`config.mk`:
```
export PLATFORM = sky130hd
export DESIGN_NAME = jwr_regs
export DESIGN_NICKNAME = d
export VERILOG_FILES = /design/src/pkg/jwr_pkg.sv /design/src/core/jwr_sync.sv /design/src/core/jwr_regs.sv
export SDC_FILE = /design/constraint.sdc
export NUM_CORES = 1
export LEC_CHECK = 0
export CAP_MARGIN = 20
export CORE_ASPECT_RATIO = 0.9
export CORE_MARGIN = 3
export CORE_UTILIZATION = 65
export DETAILED_ROUTE_END_ITERATION = 10
export DONT_BUFFER_PORTS = 1
export PLACE_DENSITY = 0.82
export SKIP_LAST_GASP = 1
export SLEW_MARGIN = 10
export SYNTH_ARGS = -nofsm -noshare
export SYNTH_HDL_FRONTEND = slang
export SYNTH_HIERARCHICAL = 1
export SYNTH_SLANG_ARGS = --single-unit
```
`constraint.sdc`:
```
create_clock -name pclk -period 5 [get_ports pclk]
set_input_delay 0.25 -clock pclk [delete_from_list [all_inputs] [get_ports pclk]]
set_output_delay 0.25 -clock pclk [all_outputs]
set_load 0.05 [all_outputs]
```
`src/pkg/jwr_pkg.sv`:
```
package jwr_pkg;

   // Clock rate
   localparam int unsigned CLK_HZ = 40_000_000;

   // Register indices; byte address is four times the index
   localparam logic [9:0] IDX_JUMPER     = 10'h1d2;
   localparam logic [9:0] IDX_RESPONSE   = 10'h1d3;
   localparam logic [9:0] IDX_IRQ_STATUS = 10'h1d4;
   localparam logic [9:0] IDX_IRQ_MASK   = 10'h1d5;
   localparam int unsigned ADDR_W        = 12;

   // Field positions
   localparam int unsigned JMP_ONE_BIT  = 1;
   localparam int unsigned JMP_TWO_BIT  = 0;
   localparam int unsigned FLAG_BIT     = 7;
   localparam int unsigned MODE_LSB     = 4;
   localparam int unsigned ALARM_BIT    = 3;
   localparam int unsigned EV_TIMEOUT   = 0;
   localparam int unsigned EV_JUMPER    = 1;
   localparam int unsigned EV_W         = 2;

   // Timeout action codes
   localparam logic [1:0] MODE_NONE = 2'h0;
   localparam logic [1:0] MODE_WARM = 2'h1;
   localparam logic [1:0] MODE_COLD = 2'h2;
   localparam logic [1:0] MODE_OFF  = 2'h3;

   // Timing
   localparam int unsigned WARM_PULSE_NS   = 1000;
   localparam int unsigned WARM_CYCLES     =
      (WARM_PULSE_NS * (CLK_HZ / 1_000_000) + 999) / 1000;
   localparam int unsigned COLD_OFF_MS     = 4000;
   localparam int unsigned COLD_OFF_CYCLES = (CLK_HZ / 1000) * COLD_OFF_MS;
   localparam int unsigned CNT_W           = 28;

   // Synchroniser reset: pins idle, jumpers out
   localparam logic [3:0] PIN_RST = 4'hc;

   typedef enum logic [1:0] {JWR_IDLE, JWR_WARM, JWR_COLD, JWR_HALT} jwr_phase_t;

   // Board control outputs
   typedef struct packed {
      logic warm_reset;
      logic power_enable;
   } jwr_board_t;

   typedef struct packed {
      logic [1:0]      mode;
      logic [EV_W-1:0] irq_status;
      logic [EV_W-1:0] irq_mask;
      jwr_phase_t      phase;
      logic [CNT_W-1:0] count;
      logic [31:0]     prdata;
      logic            flag_prev;
      logic [1:0]      jump_prev;
      jwr_board_t      board;
   } jwr_state_t;

   localparam jwr_state_t STATE_RST = '{
      mode:       MODE_NONE,
      irq_status: '0,
      irq_mask:   '0,
      phase:      JWR_IDLE,
      count:      '0,
      prdata:     '0,
      flag_prev:  1'b1,           // Idle level of the flag, so no false edge
      jump_prev:  2'h0,
      board:      '{warm_reset: 1'b0, power_enable: 1'b1}
   };

endpackage

```
`src/core/jwr_sync.sv`:
```
module jwr_sync #(
   parameter int unsigned W       = 4,
   parameter logic [W-1:0] RST_VAL = '0
) (
   input  wire logic         pclk,     // Clock
   input  wire logic         presetn,  // Async reset, low
   input  wire logic [W-1:0] raw,      // Pins from outside
   output logic      [W-1:0] stable    // Filtered levels
);
   typedef struct packed {
      logic [W-1:0] s1;
      logic [W-1:0] s2;
      logic [W-1:0] s3;
      logic [W-1:0] stable;
   } jwr_sync_st_t;

   jwr_sync_st_t st;
   jwr_sync_st_t next_st;

   if (W < 1)
   begin : g_bad_width
      $error("jwr_sync width must be at least one");
   end

   // Shift chain; a bit counts once stages two and three agree
   always_comb
   begin
      next_st    = st;
      next_st.s1 = raw;
      next_st.s2 = st.s1;
      next_st.s3 = st.s2;
      for (int i = 0; i < W; i++)
      begin
         if (st.s2[i] == st.s3[i])
         begin
            next_st.stable[i] = st.s3[i];
         end
      end
   end

   // State register
   always_ff @(posedge pclk or negedge presetn)
   begin
      if (!presetn)
      begin
         st <= '{s1: RST_VAL, s2: RST_VAL, s3: RST_VAL, stable: RST_VAL};
      end
      else
      begin
         st <= next_st;
      end
   end

   assign stable = st.stable;
endmodule

```
`src/core/jwr_regs.sv`:
```
// The implementer's own choice: the APB interface to the registers.
module jwr_regs
   import jwr_pkg::*;
#(
   parameter int unsigned COLD_OFF_CYCLES_P = jwr_pkg::COLD_OFF_CYCLES
) (
   input  wire logic                      pclk,                // 40 MHz clock
   input  wire logic                      presetn,             // Async reset, low
   input  wire logic                      psel,                // APB select
   input  wire logic                      penable,             // APB enable
   input  wire logic                      pwrite,              // APB direction
   input  wire logic [jwr_pkg::ADDR_W-1:0] paddr,              // APB byte address
   input  wire logic [31:0]               pwdata,              // APB write data
   output logic      [31:0]               prdata,              // APB read data
   output logic                           pready,              // APB ready
   output logic                           pslverr,             // APB error
   input  wire logic                      jumper_one_state,    // High when fitted
   input  wire logic                      jumper_two_state,    // High when fitted
   input  wire logic                      ext_timeout_flag_pin_n, // Low on timeout
   input  wire logic                      monitor_alarm_pin_n, // Low on alarm
   output jwr_pkg::jwr_board_t            board,               // Reset and power
   output logic                           irq                  // Level interrupt
);
   import jwr_pkg::*;

   localparam logic [ADDR_W-1:0] ADDR_JUMPER   = {IDX_JUMPER, 2'h0};
   localparam logic [ADDR_W-1:0] ADDR_RESPONSE = {IDX_RESPONSE, 2'h0};
   localparam logic [ADDR_W-1:0] ADDR_STATUS   = {IDX_IRQ_STATUS, 2'h0};
   localparam logic [ADDR_W-1:0] ADDR_MASK     = {IDX_IRQ_MASK, 2'h0};
   localparam logic [CNT_W-1:0]  WARM_LOAD     = CNT_W'(WARM_CYCLES - 1);
   localparam logic [CNT_W-1:0]  COLD_LOAD     = CNT_W'(COLD_OFF_CYCLES_P - 1);

   if (COLD_OFF_CYCLES_P < 1 || COLD_OFF_CYCLES_P > (1 << CNT_W))
   begin : g_bad_cold
      $error("COLD_OFF_CYCLES_P out of counter range");
   end

   jwr_state_t st;
   jwr_state_t next_st;
   logic [3:0] pins;
   logic       flag_n;
   logic       alarm_n;
   logic       jump_one;
   logic       jump_two;
   logic       flag_fall;
   logic       setup_rd;
   logic       access;
   logic       wr;
   logic       mapped;
   logic [7:0] rd_word;
   logic [EV_W-1:0] ev;

   // Filter all outside pins through three stages
   jwr_sync #(
      .W       (4),
      .RST_VAL (PIN_RST)
   ) u_sync (
      .pclk    (pclk),
      .presetn (presetn),
      .raw     ({monitor_alarm_pin_n, ext_timeout_flag_pin_n,
                 jumper_one_state, jumper_two_state}),
      .stable  (pins)
   );

   assign alarm_n  = pins[3];
   assign flag_n   = pins[2];
   assign jump_one = pins[1];
   assign jump_two = pins[0];

   // Assertion edge of the flag, level ignored afterwards
   assign flag_fall = !flag_n && st.flag_prev;

   // Bus phases and decode
   assign setup_rd = psel && !penable && !pwrite;
   assign access   = psel && penable;
   assign wr       = access && pwrite && !pslverr;
   assign mapped   = (paddr == ADDR_JUMPER) || (paddr == ADDR_RESPONSE) ||
                     (paddr == ADDR_STATUS) || (paddr == ADDR_MASK);

   // Read word mux
   always_comb
   begin
      rd_word = 8'h00;
      unique case (paddr)
         ADDR_JUMPER:
         begin
            rd_word[JMP_ONE_BIT] = jump_one;
            rd_word[JMP_TWO_BIT] = jump_two;
         end
         ADDR_RESPONSE:
         begin
            rd_word[FLAG_BIT]                = !flag_n;
            rd_word[MODE_LSB+1:MODE_LSB]     = st.mode;
            rd_word[ALARM_BIT]               = !alarm_n;
         end
         ADDR_STATUS:
         begin
            rd_word[EV_W-1:0] = st.irq_status;
         end
         ADDR_MASK:
         begin
            rd_word[EV_W-1:0] = st.irq_mask;
         end
         default:
         begin
            rd_word = 8'h00;
         end
      endcase
   end

   // Events: flag assertion and any jumper change
   always_comb
   begin
      ev             = '0;
      ev[EV_TIMEOUT] = flag_fall;
      ev[EV_JUMPER]  = {jump_one, jump_two} != st.jump_prev;
   end

   // Next state: registers, interrupt bits and timeout action
   always_comb
   begin
      next_st           = st;
      next_st.flag_prev = flag_n;
      next_st.jump_prev = {jump_one, jump_two};
      if (setup_rd)
      begin
         next_st.prdata = {24'h000000, rd_word};
      end
      // Jumper address is read-only, writes fall through
      if (wr && paddr == ADDR_RESPONSE)
      begin
         next_st.mode = pwdata[MODE_LSB+1:MODE_LSB];
      end
      if (wr && paddr == ADDR_MASK)
      begin
         next_st.irq_mask = pwdata[EV_W-1:0];
      end
      // Write one clears; a new event wins over the clear
      if (wr && paddr == ADDR_STATUS)
      begin
         next_st.irq_status = st.irq_status & ~pwdata[EV_W-1:0];
      end
      next_st.irq_status = next_st.irq_status | ev;
      unique case (st.phase)
         JWR_IDLE:
         begin
            if (flag_fall)
            begin
               unique case (st.mode)
                  MODE_NONE:
                  begin
                     next_st.phase = JWR_IDLE;
                  end
                  MODE_WARM:
                  begin
                     next_st.phase            = JWR_WARM;
                     next_st.count            = WARM_LOAD;
                     next_st.board.warm_reset = 1'b1;
                  end
                  MODE_COLD:
                  begin
                     next_st.phase              = JWR_COLD;
                     next_st.count              = COLD_LOAD;
                     next_st.board.power_enable = 1'b0;
                  end
                  MODE_OFF:
                  begin
                     next_st.phase              = JWR_HALT;
                     next_st.board.power_enable = 1'b0;
                  end
               endcase
            end
         end
         JWR_WARM:
         begin
            if (st.count == '0)
            begin
               next_st.phase            = JWR_IDLE;
               next_st.board.warm_reset = 1'b0;
            end
            else
            begin
               next_st.count = st.count - 1'b1;
            end
         end
         JWR_COLD:
         begin
            if (st.count == '0)
            begin
               next_st.phase              = JWR_IDLE;
               next_st.board.power_enable = 1'b1;
            end
            else
            begin
               next_st.count = st.count - 1'b1;
            end
         end
         JWR_HALT:
         begin
            next_st.phase = JWR_HALT;
         end
      endcase
   end

   // State register
   always_ff @(posedge pclk or negedge presetn)
   begin
      if (!presetn)
      begin
         st <= STATE_RST;
      end
      else
      begin
         st <= next_st;
      end
   end

   // Outputs
   assign prdata  = st.prdata;
   assign pready  = 1'b1;
   assign pslverr = access && !mapped;
   assign board   = st.board;
   assign irq     = |(st.irq_status & st.irq_mask);
endmodule

```
After elaboration in Yosys (flattened, before gate mapping)

Cells that the tools add are included.
Widths: inputs -> output; s select.

$add $sub $neg: 1
Equal/unequal tests: 23
Muxes and demuxes: 18
Bitwise logic cells: 4
Reduce and logical (&&, ||, !) cells: 32

Operators with widths:

| kind                  | count |
|---|---|
| $pmux 28 s2           | 2 |
| $eq 12x11->1 const B  | 4 |
| $mux 30               | 1 |
| $logic_not 28->1      | 1 |
| $mux 28               | 1 |
| $sub 28x1->28 const B | 1 |
| $pmux 2 s3            | 2 |
| $reduce_and 4->1      | 3 |
| $logic_and 1x1->1     | 10 |
| $ne 2x2->1 const B    | 5 |
| $eq 2x2->1 const B    | 4 |
| $pmux 2 s4            | 1 |
| $logic_not 1->1       | 6 |
| $mux 2                | 3 |
| $reduce_bool 2->1     | 3 |
| $reduce_or 2->1       | 3 |
| $mux 1                | 5 |
| $and 2x2->2           | 2 |
| $eq 1x1->1            | 4 |
| $eq 2x1->1 const B    | 2 |
| $logic_not 2->1       | 2 |
| $ne 2x1->1 const B    | 2 |
| $pmux 1 s2            | 2 |
| $logic_or 1x1->1      | 3 |
| other kinds (6)       | 6 |

Flip-flop bits (word level): 63
Bits of input ports: 53
Output and inout bits: 37
Word-level logic and storage cells: 95

Longest topological paths before layout

Depth after elaboration: 11
Mapped depth: 8
Depth with buffers taken out: 7

Modules after synthesis

The synthesis kept the hierarchy.

Modules (own cells, without submodules):

| module   | times used | cells each | area an instance (um^2) | sequential area each (um^2) |
|---|---|---|---|---|
| jwr_regs | 1          | 317        | 3016.6                  | 1178.6 |
| jwr_sync | 1          | 24         | 485.5                   | 410.4 |

Least setup slack after synthesis

Ideal clock, no wire load.

Path kind: register to register
From: register st[37] (netlist bit)
To: register st[63] (netlist bit)
Setup time: 0.078 ns
Arrival time: 2.110 ns
Data required time: 4.922 ns
Setup slack: 2.812 ns
Stages on the path, launching flop included: 9
Buffers on the path: 1
Clock period less this slack: 2.188 ns
Cells stage by stage: dfrtp_1 > inv_1 > ha_1 > or3b_1 > buf_6 > nor4_4 > o2111ai_2 > or4_1 > a21oi_1

Word-level cells in the longest chain between the ends: 3
Elaborated cells on any way between the ends: 6
Those cells by class: add/sub (1); eq/ne (1); mux (2); reduce/logical (2)

Ends and longest elaborated chain:

| item                                              | RTL line        | source |
|---|---|---|
| from (decl)                                       | jwr_regs.sv:38  | `jwr_state_t st;` |
| from (signal assigned)                            | jwr_regs.sv:214 | `st <= next_st;` |
| $sub 28x1->28 or $logic_not 28->1 (tied branches) | -               |  |
| $mux 28 or $ne 2x2->1 (tied branches)             | -               |  |
| $pmux 28 s2 or $reduce_and 4->1 (tied branches)   | -               |  |

Several ways; a longest one is shown, not always the timed one. The select of a mux whose other input is x is not followed.
A chain may end at the register's enable or synchronous reset.

Final worst setup path

From: register st[65] (netlist bit)
To: register st[54] (netlist bit)

Word-level cells in the longest chain between the ends: 4
Elaborated cells on any way between the ends: 10
Those cells by class: eq/ne (5); mux (1); reduce/logical (4)

Ends and longest elaborated chain:

| item                                                             | RTL line        | source |
|---|---|---|
| $eq 2x2->1 or $eq 2x1->1 (tied branches)                         | jwr_regs.sv:144 | `unique case (st.phase)` |
| $reduce_or 2->1 (no source line)                                 | -               |  |
| $ne 2x2->1 (no source line) or $reduce_bool 2->1 (tied branches) | -               |  |
| $reduce_and 4->1 (no source line)                                | -               |  |

Several ways; a longest one is shown, not always the timed one.

==> summary.md <==
| Metric | Value |
|---|---|
| Layout cells sized above 1 | 0.1579 |
| Area leader, netlist | dfrtp_1 |
| Clock Skews | 0.007563 ns |
| YS warnings | 6 |
| IO Port Bufs | 0 |
| First-pass GRT wire length | approximately 11 mm |
| PwrDens | 523.5 mW/mm^2 |
| Dpl cells | a little under 400 |
| Slew headroom | 0.5492 |
| Total power | between 1.5 and 2 mW |
| Top FF cell, synth | dfrtp_1 |
| Grt ovf | 0 |
| Cells after Synth | roughly 340 |
| Synthesized flop and latch total | 63 |
| Commonest non-fill, non-tap cell in the layout | dfrtp_1 |
| M1 GR Usage | 0.3067 |
| Slew @ Worst Pin | about 0.68 ns |
| CTS tree | built |
| Max IR drop VDD | between 0.3 and 0.4 mV |
| Routed len/inst | around 17 microns |
| Die Span Y | ~76 microns |
| Synth top area share | 0.3787 |
| Vias | between 2,000 and 3,000 |
| H-tree level count | 3 |
| Reg2Reg Launch Point | st[65]$_DFFE_PN0P_ |
| WS Path Type | reg2reg |
| Period utilisation layout | 0.5656 |
| Resize count post-CTS | 0 |
| Asr flop ratio synth | 1.000 |
| Row Count | 24 |
| Post CTS Setup Buffer Count | 0 |
| Initial Util | 0.6984 |
| Part of the Yosys area used for sequential elements | 0.4537 |
| CP Data Arrival Time | 3.09 ns |
| Post-route ant nets | 0 |
| Setup violations, final | 0 |
| DRC Markers | 0 |
| Met3 GRT Util | 0.04865 |
| EDFF count, synth | 0 |
| RSZ-0062 raised after global routing | false |
| Non-filler cells, final | between 400 and 500 |
| DRT iter0 DRCs | ~190 |
| Mapped cell area | 0.003502 sq mm |
| Run status | finished, final reports clean |
| Vias in the first global route | 2,399 |
| Final core occ | 0.7253 |
| CTS sink cnt | 63 |
| Post-DP HPWL | between 4 and 5 mm |
| Fmax | between 0.3 and 0.4 GHz |
| Pins over their slew limit | 0 |
| Cts hold-fix bufs | 6 |
| Largest net degree at the start of global routing | 64 |
| Worst hold path class | in2reg |
| Pre-Repair DR Iteration Count | 4 |
| Vias per inst | ~6.3 |
| Core footprint | ~0.0050 sq mm |
| Data required time of the worst path | between 5 and 6 ns |
| Fin crit period | ~2.8 ns |
| Initial antenna violation count | 0 |
| Number of diodes | 0 |
| Commonest non-fill, non-tap cells in the layout | dfrtp_1, nand2_1, conb_1 |
| Drt total wl | between 6 and 7 mm |
| Largest cells by area after synthesis | dfrtp_1, buf_4, dfstp_2, ha_1, o21ai_0 |
| Slack of the critical path | between 2 and 2.5 ns |
| CTS Buf Count | 9 |
| Crit path from | st[65]$_DFFE_PN0P_ |
| Mean Syn Cell Area | 10.27 sq um |
| Crit. End Element | flop |
| Met2 GRT Util | 0.3799 |
| Worst setup SP type | flop |
| Worst-path clk slew | roughly 0.070 ns |
| Area Overhead vs Synth | 3.859% |
| Die area | between 0.006 and 0.007 sq mm |
| Static Leak | ~1.5 nW |
| Setup TNS Final | 0 ns |
| Place WS | 2.203 ns |
| MaxCap Viol Count | 0 |
| Die W | between 80 and 90 microns |
| Top fanout value on the critical path | 15 |
| Nets | 400 |
| CTS max path bufs | 2 |
| Boundary Pins | 90 |
| Global Route Usage Sum | 0.2332 |
| Clk root buf | clkbuf_8 |
| Hold Crit Start | pwdata[5] |
| Netlist cell types | a little under 60 |
| Busiest grt layer | met2 |
| Worst-Skew Late Latency | 0.34 ns |
| Final hold violations | 0 |
| FF-to-FF setup slack | about 2.2 ns |
| Gpl congestion | around 0.8 |
==> routing by layer <==
layer	routed length, microns	share of wire	up-vias
met3	487	0.071	11
met1	3002	0.44	1254
li1	-	-	1194
met5	0	0	-
met2	3291	0.48	98
met4	113	0.016	0
==> through the flow <==
step                hold slack, ns  instance area [sq um]
finish                     0.03030                   3637
detailed placement        -0.04429                   3356
floorplan                 -0.04559                   3596
CTS                        0.01831                   3637
global placement          -0.04436                   3356
global route               0.03408                   3637
==> path summary, 6_finish.rpt <==
check,cells past startpoint,endpoint
max in group asynchronous,2,u_sync/st[7]$_DFF_PN1_
min,2,st[72]$_DFFE_PN0P_
max reg2reg,8,st[54]$_DFFE_PN0P_
max,8,st[54]$_DFFE_PN0P_
min reg2reg,0,u_sync/next_st[5]$_DFF_PN0_
min in group asynchronous,2,prdata[5]$_DFFE_PN0P_
==> final cells by class <==
class                      instances  area [sq um]
timing repair buffer               8         92.59
fill                             341          1378
tap                               65         81.33
inverter                           8         30.03
multi-input combinational        247          1640
sequential                        63          1589
clock buffer                       9         123.9
clock inverter                     7         80.08
==> power by group <==
group	internal (mW)	switching, mW
registers	0.621	0.130
logic	0.255	0.450
clock network	0.236	0.212
total	1.11	0.792
==> registers in the layout, indices dropped and copies added (netlist names) <==
register        flops
u_sync/stable       4
board               2
st                 39
u_sync/st           4
u_sync/next_st      8
prdata              6
==> logic make-up (layout without fill, tap and decap cells) <==
logic type      count (synthesis)  in the layout  share of synthesized area
fa+ha+maj                      14             14                    0.04859
flops                          63             63                     0.4537
xor+xnor                        4              4                    0.01000
compound gates                 89             89                     0.1769
other cells                     2             27                   0.002144
buf+inv                        56             32                     0.1047
simple gates                  110            110                     0.1947
mux                             3              3                   0.009289
==> Yosys cell counts, types with 3 or more instances <==
cell	instances
clkbuf_1	6
a221o_1	4
dfstp_2	10
nor4_2	3
maj3_2	4
xor2_1	4
and3_1	5
nand3_1	8
nor2_1	11
o311ai_0	7
nand2b_1	3
o31ai_1	10
nor3_1	5
nand3b_1	5
o211ai_1	4
or4_1	9
a211oi_1	3
nand2_1	29
nor2b_1	4
inv_1	7
buf_4	39
ha_1	10
or3_1	6
dfrtp_1	53
a31oi_1	5
a21oi_1	19
o21ai_0	24
or2_2	5
==> critical path, stage by stage (launching register included) <==
cell and delay [ns]:
dfrtp_1 0.42, inv_1 0.10, ha_1 0.64, inv_2 0.24
o22ai_4 0.36, o31ai_1 0.18, buf_4 0.20, or4_1 0.46
a21oi_1 0.15
Power figures use the tool's default switching activity.
